## src/verilog/can_tx_map.svh

```systemverilog
// Purpose: offsets, field positions, codes and reset values of the
//          can transmit scheduler and interrupt block
// Assumes: 32-bit ahb-lite words, one aligned word per register
// Notes:   included by its bare name
// Function
// RULE1: busy send buffer: only phase bits 3..1 writable
// RULE2: from crc start, pick best pending buffer
// RULE3: cancel or higher rank replaces scheduled buffer
// RULE4: displaced buffer returns to send_single (code clears only the busy bit, so a 1111b buffer returns to 1110b)
// RULE5: on failure wait resume, reselect, resend
// RULE6: software writes to busy bit ignored
// RULE7: rearbitrate after each frame, back to back
// RULE8: rank is send_rank_field over buffer number
// RULE9: equal rank: lower buffer number wins
// RULE10: software idles buffer, loads, then starts
// RULE11: writing send codes raises transmit request
// RULE12: remote frame triggers automatic data send
// RULE13: success: data to idle, remote to armed
// RULE14: 1110b reads 1111b, then awaits requests
// RULE15: 1010b awaits remote frame before sending
// RULE16: one irq vector, data receive to wake
// RULE17: listed buffer transitions raise interrupts
// RULE18: can error sets error flag and diagnosis
// RULE19: per-source enable, pending cleared by clear mask
// RULE20: winner code 0 none, 0 error, n+1 buffer
// RULE21: error first, then buffers 0 to 14
// RULE22: send_idle 1000b, send_single 1100b
// RULE23: phase bit 3 marks transmit buffer
// RULE24: receive codes 0000b, 0010b, 0100b, busy 0101b
`ifndef CAN_TX_MAP_SVH
`define CAN_TX_MAP_SVH

// ----------------------------------------------------------------------
// register byte offsets (low address byte)
// ----------------------------------------------------------------------
`define OFS_BUF_BASE 8'h00
`define OFS_INT_ENABLE 8'h40
`define OFS_INT_PENDING 8'h44
`define OFS_INT_CLEAR 8'h48
`define OFS_CODE_ENABLE 8'h4C
`define OFS_STATUS_PEND 8'h50
`define OFS_ERR_DIAG 8'h54

// ----------------------------------------------------------------------
// buffer_status_word fields
// ----------------------------------------------------------------------
`define POS_PHASE 0
`define POS_RANK 4
`define POS_REMOTE 8
`define POS_ACTIVE 4
`define BIT_ERR 15

// ----------------------------------------------------------------------
// phase codes
// ----------------------------------------------------------------------
`define PH_RX_IDLE 4'h0
`define PH_RX_ARMED 4'h2
`define PH_RX_HOLD 4'h4
`define PH_RX_HOLD_BUSY 4'h5
`define PH_RX_OVER 4'h6
`define PH_SEND_IDLE 4'h8
`define PH_AWAIT_REQ 4'hA
`define PH_SEND_SINGLE 4'hC
`define PH_SEND_AWAIT 4'hE

// ----------------------------------------------------------------------
// reset values
// ----------------------------------------------------------------------
`define RST_PHASE 4'h0
`define RST_MASK 16'h0000
`define RST_DIAG 8'h00

`endif

```

## src/verilog/can_tx_pkg.sv

```systemverilog
// Purpose: types shared by the can transmit scheduler
// Assumes: nothing beyond the map header
// Notes:   none
package can_tx_pkg;
   typedef logic [3:0] phase_t;
   typedef enum logic {sched_run, sched_hold} sched_t;
endpackage

```

## src/verilog/can_tx_scheduler_and_irq.sv

```systemverilog
// Purpose: transmit scheduling, buffer phases and interrupt coding
//          of a 15-buffer can controller, behind an ahb-lite slave
// Assumes: protocol engine on hclk drives the frame event pulses
// Notes:   zero-wait-state slave, always okay
`timescale 1ns/1ps
`include "can_tx_map.svh"

module can_tx_scheduler_and_irq (
   input wire logic hclk,
   input wire logic hresetn,
   input wire logic ce,
   input wire logic hsel,
   input wire logic [31:0] haddr,
   input wire logic [1:0] htrans,
   input wire logic hwrite,
   input wire logic [2:0] hsize,
   input wire logic [31:0] hwdata,
   input wire logic hready,
   output logic [31:0] hrdata,
   output logic hreadyout,
   output logic hresp,
   input wire logic crc_start,
   input wire logic frame_start,
   input wire logic tx_done,
   input wire logic tx_fail,
   input wire logic bus_resume,
   input wire logic [14:0] remote_hit,
   input wire logic [14:0] rx_store,
   input wire logic can_error,
   input wire logic [7:0] error_bits,
   output logic tx_req,
   output logic [3:0] tx_buf,
   output logic tx_remote,
   output logic irq,
   output logic wake
);

   // ----------------------------------------------------------------
   // state
   // ----------------------------------------------------------------
   can_tx_pkg::phase_t st_r [15];
   logic [3:0] rank_r [15];
   logic [14:0] rmt_r;
   logic wr_pend_r;
   logic [7:0] wr_addr_r;
   logic [31:0] hrdata_r;
   logic hreadyout_r;
   logic cur_valid_r;
   logic [3:0] cur_r;
   logic nxt_valid_r;
   logic [3:0] nxt_r;
   logic crc_seen_r;
   can_tx_pkg::sched_t sched_r;
   logic [15:0] ien_r;
   logic [15:0] pend_r;
   logic [15:0] cen_r;
   logic [7:0] diag_r;
   logic [4:0] spw_r;
   logic irq_r;
   logic wake_r;
   logic tx_remote_r;

   // ----------------------------------------------------------------
   // helper functions
   // ----------------------------------------------------------------
   function automatic logic is_send_code(input logic [2:0] hi);
      is_send_code = (hi == 3'(`PH_SEND_SINGLE >> 1)) ||
         (hi == 3'(`PH_SEND_AWAIT >> 1));
   endfunction

   // slot 15 of the buffer window is not a buffer
   function automatic logic is_buf_addr(input logic [7:0] a);
      is_buf_addr = (a[7:6] == 2'b00) && (a[5:2] != 4'hF);
   endfunction

   // lowest combined rank wins; scan ascending so ties go to lower n
   function automatic logic [4:0] pick(input logic [14:0] cand,
         input logic [119:0] rk);
      logic [7:0] best;
      logic [4:0] res;
      best = 8'hFF;
      res = 5'h00;
      for (int i = 0; i < 15; i++) begin
         if (cand[i] && ({rk[i*8 +: 4], 4'(i)} < best)) begin // RULE8 RULE9
            best = {rk[i*8 +: 4], 4'(i)};
            res = {1'b1, 4'(i)};
         end
      end
      pick = res;
   endfunction

   // ----------------------------------------------------------------
   // bus slave
   // ----------------------------------------------------------------
   logic acc;
   logic buf_hit;
   logic [3:0] wbuf;
   logic [31:0] rd_data;
   logic [3:0] rbuf;

   assign acc = hsel && htrans[1] && hready;
   assign buf_hit = is_buf_addr(wr_addr_r);
   assign wbuf = wr_addr_r[5:2];
   assign rbuf = haddr[5:2];

   always_comb begin
      rd_data = 32'h0000_0000;
      if (is_buf_addr(haddr[7:0])) begin
         rd_data[`POS_PHASE +: 4] = st_r[rbuf];
         rd_data[`POS_RANK +: 4] = rank_r[rbuf];
         rd_data[`POS_REMOTE] = rmt_r[rbuf];
      end else if (haddr[7:0] == `OFS_INT_ENABLE) begin
         rd_data[15:0] = ien_r;
      end else if (haddr[7:0] == `OFS_INT_PENDING) begin
         rd_data[15:0] = pend_r;
      end else if (haddr[7:0] == `OFS_CODE_ENABLE) begin
         rd_data[15:0] = cen_r;
      end else if (haddr[7:0] == `OFS_STATUS_PEND) begin
         rd_data[4:0] = spw_r;
      end else if (haddr[7:0] == `OFS_ERR_DIAG) begin
         rd_data[7:0] = diag_r;
      end
   end

   always_ff @(posedge hclk or negedge hresetn) begin
      if (!hresetn) begin
         wr_pend_r <= 1'b0;
         wr_addr_r <= 8'h00;
         hrdata_r <= 32'h0000_0000;
         hreadyout_r <= 1'b0;
      end else if (ce) begin
         hreadyout_r <= 1'b1;
         wr_pend_r <= acc && hwrite;
         if (acc) begin
            wr_addr_r <= haddr[7:0];
         end
         if (acc && !hwrite) begin
            hrdata_r <= rd_data;
         end
      end
   end

   assign hrdata = hrdata_r;
   assign hreadyout = hreadyout_r;
   assign hresp = 1'b0;

   // ----------------------------------------------------------------
   // selection and per-buffer events
   // ----------------------------------------------------------------
   logic [14:0] cand;
   logic [119:0] rk_flat;
   logic [4:0] best;
   logic sel_open;
   logic take;
   logic [14:0] sw_wr;
   logic cancel;

   always_comb begin
      rk_flat = 120'h0;
      for (int i = 0; i < 15; i++) begin
         cand[i] = (st_r[i] == `PH_SEND_SINGLE) ||
            (st_r[i] == `PH_SEND_AWAIT); // RULE11
         rk_flat[i*8 +: 4] = rank_r[i];
         sw_wr[i] = wr_pend_r && buf_hit && (wbuf == 4'(i));
      end
   end

   assign best = pick(cand, rk_flat);
   // window: bus idle, or crc of current frame reached
   assign sel_open = (sched_r == can_tx_pkg::sched_run) &&
      (!cur_valid_r || crc_seen_r) && !frame_start; // RULE2 RULE7
   assign take = sel_open && best[4] && (!nxt_valid_r ||
      ({rank_r[best[3:0]], best[3:0]} <
       {rank_r[nxt_r], nxt_r})); // RULE3
   assign cancel = nxt_valid_r && sw_wr[nxt_r] &&
      !is_send_code(hwdata[3:1]); // RULE3

   logic [14:0] done_n;
   logic [14:0] fail_n;
   logic [14:0] take_n;
   logic [14:0] drop_n;
   logic [14:0] rmt_n;
   logic [14:0] rx_n;
   logic [14:0] ev_n;

   always_comb begin
      for (int i = 0; i < 15; i++) begin
         done_n[i] = tx_done && cur_valid_r && (cur_r == 4'(i));
         fail_n[i] = tx_fail && ((cur_valid_r && (cur_r == 4'(i))) ||
            (nxt_valid_r && (nxt_r == 4'(i))));
         take_n[i] = take && (best[3:0] == 4'(i));
         drop_n[i] = take && nxt_valid_r && (nxt_r == 4'(i));
         rmt_n[i] = remote_hit[i] && (st_r[i] == `PH_AWAIT_REQ);
         rx_n[i] = rx_store[i] && ((st_r[i] == `PH_RX_ARMED) ||
            (st_r[i] == `PH_RX_HOLD));
         ev_n[i] = rx_n[i] || rmt_n[i] || (done_n[i] &&
            ((st_r[i] == (`PH_SEND_SINGLE | 4'h1)) ||
             (st_r[i] == (`PH_SEND_AWAIT | 4'h1)))); // RULE17
      end
   end

   // ----------------------------------------------------------------
   // buffer phases; hardware events win over a same-cycle write
   // ----------------------------------------------------------------
   generate
      for (genvar g = 0; g < 15; g++) begin : g_buf
         always_ff @(posedge hclk or negedge hresetn) begin
            if (!hresetn) begin
               st_r[g] <= `RST_PHASE;
               rank_r[g] <= 4'h0;
               rmt_r[g] <= 1'b0;
            end else if (ce) begin
               if (done_n[g]) begin
                  if (st_r[g] == (`PH_SEND_SINGLE | 4'h1)) begin
                     st_r[g] <= rmt_r[g] ? `PH_RX_ARMED :
                        `PH_SEND_IDLE; // RULE13 RULE22
                  end else if (st_r[g] == (`PH_SEND_AWAIT | 4'h1)) begin
                     st_r[g] <= `PH_AWAIT_REQ; // RULE14
                  end else begin
                     st_r[g] <= {st_r[g][3:1], 1'b0};
                  end
               end else if (fail_n[g] || drop_n[g]) begin
                  st_r[g] <= {st_r[g][3:1], 1'b0}; // RULE4 RULE5
               end else if (take_n[g]) begin
                  st_r[g] <= {st_r[g][3:1], 1'b1}; // RULE2 RULE14
               end else if (rmt_n[g]) begin
                  st_r[g] <= `PH_SEND_AWAIT; // RULE12 RULE15
               end else if (rx_n[g]) begin
                  st_r[g] <= (st_r[g] == `PH_RX_ARMED) ? `PH_RX_HOLD :
                     `PH_RX_OVER; // RULE24
               end else if (sw_wr[g]) begin
                  if (cancel && (nxt_r == 4'(g))) begin
                     st_r[g] <= {hwdata[3:1], 1'b0}; // RULE3
                  end else begin
                     st_r[g] <= {hwdata[3:1], st_r[g][0]}; // RULE6
                  end
                  if (!(st_r[g][3] && st_r[g][0])) begin // RULE1 RULE23
                     rank_r[g] <= hwdata[`POS_RANK +: 4];
                     rmt_r[g] <= hwdata[`POS_REMOTE];
                  end
               end
            end
         end
      end
   endgenerate

   // ----------------------------------------------------------------
   // scheduler: current frame and the one queued behind it
   // ----------------------------------------------------------------
   always_ff @(posedge hclk or negedge hresetn) begin
      if (!hresetn) begin
         cur_valid_r <= 1'b0;
         cur_r <= 4'h0;
         nxt_valid_r <= 1'b0;
         nxt_r <= 4'h0;
         crc_seen_r <= 1'b0;
         sched_r <= can_tx_pkg::sched_run;
      end else if (ce) begin
         case (sched_r)
            can_tx_pkg::sched_run: begin
               if (tx_fail) begin
                  cur_valid_r <= 1'b0; // RULE5
                  nxt_valid_r <= 1'b0;
                  crc_seen_r <= 1'b0;
                  sched_r <= can_tx_pkg::sched_hold;
               end else if (frame_start && nxt_valid_r) begin
                  cur_valid_r <= 1'b1;
                  cur_r <= nxt_r;
                  nxt_valid_r <= 1'b0;
                  crc_seen_r <= 1'b0;
               end else begin
                  if (tx_done) begin
                     cur_valid_r <= 1'b0; // RULE7
                     crc_seen_r <= 1'b0;
                  end else if (crc_start && cur_valid_r) begin
                     crc_seen_r <= 1'b1;
                  end
                  if (take) begin
                     nxt_valid_r <= 1'b1;
                     nxt_r <= best[3:0];
                  end else if (cancel) begin
                     nxt_valid_r <= 1'b0;
                  end
               end
            end
            can_tx_pkg::sched_hold: begin
               if (bus_resume) begin
                  sched_r <= can_tx_pkg::sched_run; // RULE5
               end
            end
            default: begin
               sched_r <= can_tx_pkg::sched_run;
            end
         endcase
      end
   end

   always_ff @(posedge hclk or negedge hresetn) begin
      if (!hresetn) begin
         tx_remote_r <= 1'b0;
      end else if (ce) begin
         tx_remote_r <= rmt_r[nxt_r];
      end
   end

   assign tx_req = nxt_valid_r;
   assign tx_buf = nxt_r;
   assign tx_remote = tx_remote_r;

   // ----------------------------------------------------------------
   // interrupt flags; a set wins over a clear in the same cycle
   // ----------------------------------------------------------------
   logic wr_clr;
   logic [15:0] set_v;

   assign wr_clr = wr_pend_r && (wr_addr_r == `OFS_INT_CLEAR);
   assign set_v = {can_error, ev_n} & ien_r; // RULE19

   always_ff @(posedge hclk or negedge hresetn) begin
      if (!hresetn) begin
         ien_r <= `RST_MASK;
         cen_r <= `RST_MASK;
         pend_r <= `RST_MASK;
         diag_r <= `RST_DIAG;
      end else if (ce) begin
         if (wr_pend_r && (wr_addr_r == `OFS_INT_ENABLE)) begin
            ien_r <= hwdata[15:0];
         end
         if (wr_pend_r && (wr_addr_r == `OFS_CODE_ENABLE)) begin
            cen_r <= hwdata[15:0];
         end
         pend_r <= (pend_r & ~(wr_clr ? hwdata[15:0] : 16'h0000)) |
            set_v; // RULE18 RULE19
         diag_r <= (diag_r & ~((wr_pend_r &&
            (wr_addr_r == `OFS_ERR_DIAG)) ? hwdata[7:0] : 8'h00)) |
            (can_error ? error_bits : 8'h00); // RULE18
      end
   end

   // ----------------------------------------------------------------
   // winner code, vector and wake
   // ----------------------------------------------------------------
   logic [15:0] coded;
   logic [4:0] spw_nxt;

   assign coded = pend_r & cen_r;

   always_comb begin
      spw_nxt = 5'h00; // RULE20
      for (int i = 14; i >= 0; i--) begin
         if (coded[i]) begin
            spw_nxt = {1'b1, 4'(i + 1)}; // RULE21
         end
      end
      if (coded[`BIT_ERR]) begin
         spw_nxt = {1'b1, 4'h0}; // RULE21
      end
   end

   always_ff @(posedge hclk or negedge hresetn) begin
      if (!hresetn) begin
         spw_r <= 5'h00;
         irq_r <= 1'b0;
         wake_r <= 1'b0;
      end else if (ce) begin
         spw_r <= spw_nxt; // RULE20
         irq_r <= |pend_r; // RULE16
         wake_r <= |rx_n; // RULE16
      end
   end

   assign irq = irq_r;
   assign wake = wake_r;

endmodule
```

## config.mk

```make
export PLATFORM = sky130hd
export DESIGN_NAME = can_tx_scheduler_and_irq
export DESIGN_NICKNAME = d
export VERILOG_FILES = /design/src/verilog/can_tx_pkg.sv /design/src/verilog/can_tx_scheduler_and_irq.sv
export VERILOG_INCLUDE_DIRS = /design/src /design/src/verilog
export SDC_FILE = /design/constraint.sdc
export NUM_CORES = 1
export LEC_CHECK = 0
export BUFFER_PORTS_ARGS = -buffer_cell sky130_fd_sc_hd__buf_2
export CAP_MARGIN = 40
export CELL_PAD_IN_SITES_DETAIL_PLACEMENT = 1
export CELL_PAD_IN_SITES_GLOBAL_PLACEMENT = 1
export CORE_AREA = 10 10 264 190
export DETAILED_ROUTE_END_ITERATION = 8
export DIE_AREA = 0 0 274 200
export HOLD_SLACK_MARGIN = 0.06
export PLACE_DENSITY = 0.77
export SETUP_SLACK_MARGIN = 0.2
export SYNTH_ARGS = -nofsm -noshare
export SYNTH_HDL_FRONTEND = slang
export SYNTH_SLANG_ARGS = --single-unit
```

## constraint.sdc

```tcl
create_clock -name hclk -period 27.3 [get_ports hclk]
set_input_delay 5.46 -clock hclk [delete_from_list [all_inputs] [get_ports hclk]]
set_output_delay 5.46 -clock hclk [all_outputs]
set_load 0.01 [all_outputs]
```

# ---- Word-level counts from Yosys, hierarchy flattened
# Cells that the tools add are included.
dict set report totals {
  reg_bits 237
  inputBits 119
  output_inout_bits 42
  elab_cells 1115
}
dict set report classes {
  order_cmp 21
  eq_ne 219
  muxes 254
  n_bitwise 104
  reduce_logical 439
}
# op n
set ops {}
lappend ops {{$mux 4} 143}
lappend ops {{$eq 4x4->1 const B} 103}
lappend ops {{$logic_and 1x1->1} 216}
lappend ops {{$reduce_bool 6->1} 30}
lappend ops {{$mux 5} 32}
lappend ops {{$mux 8} 19}
lappend ops {{$eq 4x3->1 const B} 31}
lappend ops {{$lt 8x8->1} 15}
lappend ops {{$reduce_and 8->1} 15}
lappend ops {{$logic_or 1x1->1} 108}
lappend ops {{$not 1->1} 93}
lappend ops {{$eq 4x2->1 const B} 23}
lappend ops {{$reduce_and 5->1} 16}
lappend ops {{$eq 8x7->1 const B} 9}
lappend ops {{$reduce_bool 4->1} 17}
lappend ops {{$bmux 4 s4} 4}
lappend ops {{$ne 2x2->1 const B} 30}
lappend ops {{$reduce_and 3->1} 18}
lappend ops {{$and 16x16->16} 3}
lappend ops {{$mux 16} 3}
lappend ops {{$ne 3x1->1 const B} 15}
lappend ops {{$mux 1} 31}
lappend ops {{$mux 2} 15}
lappend ops {{$eq 4x1->1 const B} 4}
lappend ops {{other kinds (24)} 44}

# ---- Logic depth before layout (Yosys ltp)
dict set report depth {
  depth_word 58
  ltp_mapped 141
  mapped_depth_nobuf 134
}

# ---- Worst setup path after synthesis
# Ideal clock, no wire load.
dict set report synth_timing {
  path_type {reg-to-reg}
  from {register rank_r[56] (netlist bit)}
  to {register st_r[19] (netlist bit)}
  setup_time_ns 0.128
  arrival_ns 26.627
  path_slack_ns 0.545
  stages_incl_launch_ff 129
  n_path_buf 5
  synth_period_minus_slack_ns 26.755
  path_cell_list {dfrtp_1 buf_2 nor4b_1 or4_4 a2111oi_4 nor2_1 a21oi_1 inv_1 ha_1 nor4bb_1 o31a_1 nand3_1 a2111o_1 and2_1 mux2i_1 ha_1 nand4bb_1 nor2_1 [... 93 more ...] o21a_1 buf_4 nor2_1 a21oi_2 clkbuf_1 a221oi_1 a211o_1 ha_1 nand4_1 nor3_1 nor2_1 o211ai_1 a2111oi_0 inv_1 nor3_2 a221oi_4 a32oi_1 mux2_1}
}
dict set report synth_via {
  elab_chain_cells 57
  elab_cells_between_ends 78
  cone_classes {order compare: 16; eq/ne: 3; mux: 35; bitwise: 1; reduce/logical: 23}
}
# item line_no
set synth_lines {}
lappend synth_lines {{from (decl)} can_tx_scheduler_and_irq.sv:42} ;# logic [3:0] rank_r [15];
lappend synth_lines {{from (signal, indexed assignment)} can_tx_scheduler_and_irq.sv:238} ;# rank_r[g] <= hwdata[`POS_RANK +: 4];
lappend synth_lines {{$lt 8x8->1} can_tx_scheduler_and_irq.sv:84} ;# if (cand[i] && ({rk[i*8 +: 4], 4'(i)} < best)) begin
lappend synth_lines {{$logic_and 1x1->1} can_tx_scheduler_and_irq.sv:84}
lappend synth_lines {{$mux 8} can_tx_scheduler_and_irq.sv:84}
lappend synth_lines {{$lt 8x8->1} can_tx_scheduler_and_irq.sv:84}
lappend synth_lines {{$logic_and 1x1->1} can_tx_scheduler_and_irq.sv:84}
lappend synth_lines {{$mux 8} can_tx_scheduler_and_irq.sv:84}
lappend synth_lines {{$lt 8x8->1} can_tx_scheduler_and_irq.sv:84}
lappend synth_lines {{$logic_and 1x1->1} can_tx_scheduler_and_irq.sv:84}
lappend synth_lines {{[... 39 more ...]} --}
lappend synth_lines {{$mux 4 (not written as such) (2 in a row)} can_tx_scheduler_and_irq.sv:173} ;# ({rank_r[best[3:0]], best[3:0]} <
lappend synth_lines {{$lt 8x8->1} can_tx_scheduler_and_irq.sv:173}
lappend synth_lines {{$logic_or 1x1->1} can_tx_scheduler_and_irq.sv:172} ;# assign take = sel_open && best[4] && (!nxt_valid_r ||
lappend synth_lines {{$logic_and 1x1->1} can_tx_scheduler_and_irq.sv:172}
lappend synth_lines {{$logic_and 1x1->1 (2 in a row)} can_tx_scheduler_and_irq.sv:192} ;# drop_n[i] = take && nxt_valid_r && (nxt_r == 4'(i));
lappend synth_lines {{$logic_or 1x1->1} can_tx_scheduler_and_irq.sv:222} ;# end else if (fail_n[g] || drop_n[g]) begin
lappend synth_lines {{$ne 2x2->1 (no source line)} --}
lappend synth_lines {{$reduce_and 5->1 (no source line) (*)} --}
lappend synth_lines {{to (signal, indexed assignment)} can_tx_scheduler_and_irq.sv:223} ;# st_r[g] <= {st_r[g][3:1], 1'b0};
lappend synth_lines {{to (signal, indexed assignment)} can_tx_scheduler_and_irq.sv:225} ;# st_r[g] <= {st_r[g][3:1], 1'b1};
lappend synth_lines {{to (signal, indexed assignment)} can_tx_scheduler_and_irq.sv:227} ;# st_r[g] <= `PH_SEND_AWAIT;
lappend synth_lines {{to (decl)} can_tx_scheduler_and_irq.sv:41} ;# can_tx_pkg::phase_t st_r [15];
# Every way passes the cells marked *; elsewhere a longest branch is shown, timed or not. The select of a mux whose other input is x is not followed.
# A chain may end at the register's enable or synchronous reset.

# ---- Final worst setup path
dict set report layout_timing {
  from {register st_r[58] (netlist bit)}
  to {register rank_r[46] (netlist bit)}
}
dict set report layout_via {
  elab_chain_cells 58
  elab_cells_between_ends 77
  cone_classes {order compare: 15; eq/ne: 3; mux: 32; bitwise: 3; reduce/logical: 24}
}
# item line_no
set layout_lines {}
lappend layout_lines {{from (signal, indexed assignment)} can_tx_scheduler_and_irq.sv:209} ;# st_r[g] <= `RST_PHASE;
lappend layout_lines {{from (signal, indexed assignment)} can_tx_scheduler_and_irq.sv:215} ;# st_r[g] <= rmt_r[g] ? `PH_RX_ARMED :
lappend layout_lines {{from (signal, indexed assignment)} can_tx_scheduler_and_irq.sv:218} ;# st_r[g] <= `PH_AWAIT_REQ;
lappend layout_lines {{$eq 4x4->1 (no source line)} --}
lappend layout_lines {{$logic_or 1x1->1 (*)} can_tx_scheduler_and_irq.sv:161} ;# cand[i] = (st_r[i] == `PH_SEND_SINGLE) ||
lappend layout_lines {{$logic_and 1x1->1 (*)} can_tx_scheduler_and_irq.sv:84}
lappend layout_lines {{$mux 8} can_tx_scheduler_and_irq.sv:84}
lappend layout_lines {{$lt 8x8->1} can_tx_scheduler_and_irq.sv:84}
lappend layout_lines {{$logic_and 1x1->1} can_tx_scheduler_and_irq.sv:84}
lappend layout_lines {{$mux 8} can_tx_scheduler_and_irq.sv:84}
lappend layout_lines {{$lt 8x8->1} can_tx_scheduler_and_irq.sv:84}
lappend layout_lines {{[... 40 more ...]} --}
lappend layout_lines {{$mux 4 (not written as such) (2 in a row)} can_tx_scheduler_and_irq.sv:173}
lappend layout_lines {{$lt 8x8->1} can_tx_scheduler_and_irq.sv:173}
lappend layout_lines {{$logic_or 1x1->1} can_tx_scheduler_and_irq.sv:172}
lappend layout_lines {{$logic_and 1x1->1} can_tx_scheduler_and_irq.sv:172}
lappend layout_lines {{$logic_and 1x1->1 (2 in a row)} can_tx_scheduler_and_irq.sv:192}
lappend layout_lines {{$logic_or 1x1->1} can_tx_scheduler_and_irq.sv:222}
lappend layout_lines {{$not 1->1 (no source line)} --}
lappend layout_lines {{$reduce_and 8->1 (no source line) (*)} --}
# Marked as above.

==> qor.yml <==
placement:
  number_of_port_buffers: 99
  placedInstanceArea_mm2: 0.0219
  gp_routability_congestion: 1.04
  place.detailed.hpwl_um: 66000
synthesis:
  synth_fa_ha_area_share_pct: 2.68
  yosysTopAreaCell: "dfrtp_1"
  synth.lib_cells_used.distinct: 112
  yosys_register_bits: 237
  yosys_warnings: 0
  synth_edf_count: 0
  synth_seq_area_share_pct: 30.9
  synth_compound_area_share_pct: 22.8
  synthTopCellsByArea: "dfrtp_1 (31%), mux4_2 (6.6%), mux2_2 (6.2%), nand2_1 (4.6%), nor2_1 (3.3%)"
  syn-mean-instance-area_um2: 8.96
  synth.mux.area_fraction_pct: 17.9
  synth_top_family_by_area: "compound AO/OA/AOI/OAI gates"
  postSynthCellCount: 2145
  syn_area_mm2: 0.0192
  synth_top_area_share_pct: 30.9
  synth_top_flop_cell: "dfrtp_1"
  post_synth_and_or_nand_nor_area_fraction_pct: 19.6
  synth_async_reset_ratio_pct: 100
  synth_xor_xnor_area_share_pct: 0.912
global_route:
  antenna_violations_before_repair: 4
  first_global_vias: 20600
  track_usage_pct: 30.8
  grt_max_degree: 118
  grt.overflow.total: 0
  grt_pass1_wl_um: 130000
final_layout:
  post-route-cell-area_mm2: 0.0242
  final.fill_count: 5141
  layout.cells.most_common_list: "buf_4 (308), dfrtp_1 (236), nand2_1 (234), nor2_1 (165), a21oi_1 (109)"
  insertedDiodeCount: 0
  synthToLayoutAreaGrowth_pct: 26.1
  post_route_cells_drive_above_1_share_pct: 32.8
  layout.nets: 2629
  final_common_cell: "buf_4"
floorplan:
  num_io_pins: 161
  fp.dieH_um: 200
  fp.dieW_um: 274
  core_area_mm2: 0.0448
  initial_core_util_pct: 42.9
  die_outline_area_mm2: 0.0548
  fp-row-count: 65
detailed_routing:
  drtPass1Iterations: 5
  route.detailed.vias_per_inst: 6.64
  wirelength_um: 89700
  initialDrtViolationCount: 2407
  drcViolationCount: 0
  vias: 20500
  route.detailed.wl_per_inst_um: 29.0
  antenna_violating_nets_remaining: 0
sta:
  tightest_slew_ns: 1.08
  max-slew-margin-rel_pct: 27.9
  slew_violations: 0
  timing.final.hold_violations: 0
  fmaxAchievable_mhz: 37.3
  finalCriticalPeriod_ns: 26.79
  timing.final.setup_violations: 0
  fin_crit_sh_pct: 98.1
  clock_skew_ns: 0.0147
  totalNegativeSetupSlack_ns: 0
worst_setup_path:
  cp_slowest_cell: "or4_4"
  critical_path_peak_fanout: 8
  timing.critical_path.to_type: "flop"
  cp_top_delay_family: "compound AO/OA/AOI/OAI gates"
  critPathBufInv: 25
  critical-path-top-cell-by-count: "buf_4"
  critical_path_class: "flop to flop"
  start_kind: "flop"
  critical_path.max_stage_delay_ns: 0.55
  cp.arrival_ns: 27.25
  worstPathRequired_ns: 27.75
clock_network:
  clock_tree.root_cell: "clkbuf_16"
  clock_path_buffers: 3
  htree_levels: 1
  cts_made_buffers: 26
  clk-insertion-delay-late_ns: 0.58
  cts_num_sinks: 237
  cts_tree: "yes"
  clk_transition_reported_paths_ns: 0.06
job:
  drv.max_cap_violation_count: 0
status:
  status: "finished, final reports clean"
hold_path:
  hp-class: "flop to flop"
what timing repair did:
item / CTS / global route
hold buffers: 0 / 0
pin swaps: 21 / 70
gates resized for setup: 65 / 116
endpoints found under the setup margin: 140 / 140
setup buffers: 27 / 38
worst paths after layout:
kind | from | endpoint | slack [ns] | cells after the start
setup / recovery | st_r[58] | rank_r[46] | 0.51 | 136
hold / removal | hreadyout | hreadyout | 0.48 | 1
setup reg to reg | st_r[58] | rank_r[46] | 0.51 | 136
hold reg to reg | hreadyout | hreadyout | 0.48 | 1
max in group asynchronous | hresetn | rank_r[4] | 20.92 | 2
min in group asynchronous | hresetn | cen_r[0] | 4.96 | 1
through the flow:
step                utilization (%)  setup WS, ns  hold WS [ns]  instances
detailed placement             48.8         -1.48         0.456       2979
finish                         54.1         0.507         0.476       3094
floorplan                         -         0.545         0.457       2161
global placement               48.7        -0.690         0.445       2977
CTS                            52.0         0.203         0.475       3053
global route                   54.1        -0.395         0.487       3094
area by class of cell:
cell class | instances | area, um2 | share of cell area, %
Inverter | 100 | 378 | 1.56
Timing Repair Buffer | 420 | 3010 | 12.4
Sequential cell | 237 | 5930 | 24.5
Multi-Input combinational cell | 1687 | 13200 | 54.6
Clock inverter | 12 | 195 | 0.806
Clock buffer | 35 | 736 | 3.04
Tap cell | 603 | 754 | 3.11
per-layer routing:
metal  vias up  GRT usage, %  routed length [um]
met5         -             0                  34
met3       189          7.98               10100
li1       8704             -                   -
met2      1137          44.9               38500
met4         6          9.34                2940
met1     10500          44.0               38100
kinds of logic after synthesis:
logic type	Yosys count
AO/OA/AOI/OAI	610
XOR/XNOR	20
adder cells (fa/ha/maj)	42
buffers and inverters	237
flip-flops	237
multiplexers	255
other	1
AND/OR/NAND/NOR	743
synth_stat cells, types with 22 or more instances:
cell type / instances
inv_1: 96
ha_1: 38
mux2i_1: 48
nor4_1: 22
a31oi_1: 23
o31ai_1: 28
nand3_1: 62
a22oi_1: 35
mux2_2: 105
mux4_2: 56
a21oi_1: 116
and3_1: 23
mux2_1: 46
o22ai_1: 33
nor3_1: 40
dfrtp_1: 237
nor2_1: 170
nand2_1: 238
clkbuf_1: 87
nor2b_1: 25
o21ai_0: 116
state kept, by name, indices dropped and copies added, names as in the netlist, 4 cells and up:
register / cells
rmt_r: 15
diag_r: 8
hrdata: 16
spw_r: 5
rank_r: 60
ien_r: 16
st_r: 60
cur_r: 4
tx_buf: 4
cen_r: 16
pend_r: 16
wr_addr_r: 8
Power is left out: the tool's default activity adds up to more than one toggle a clock period on the data nets, which glitch-free logic cannot reach.
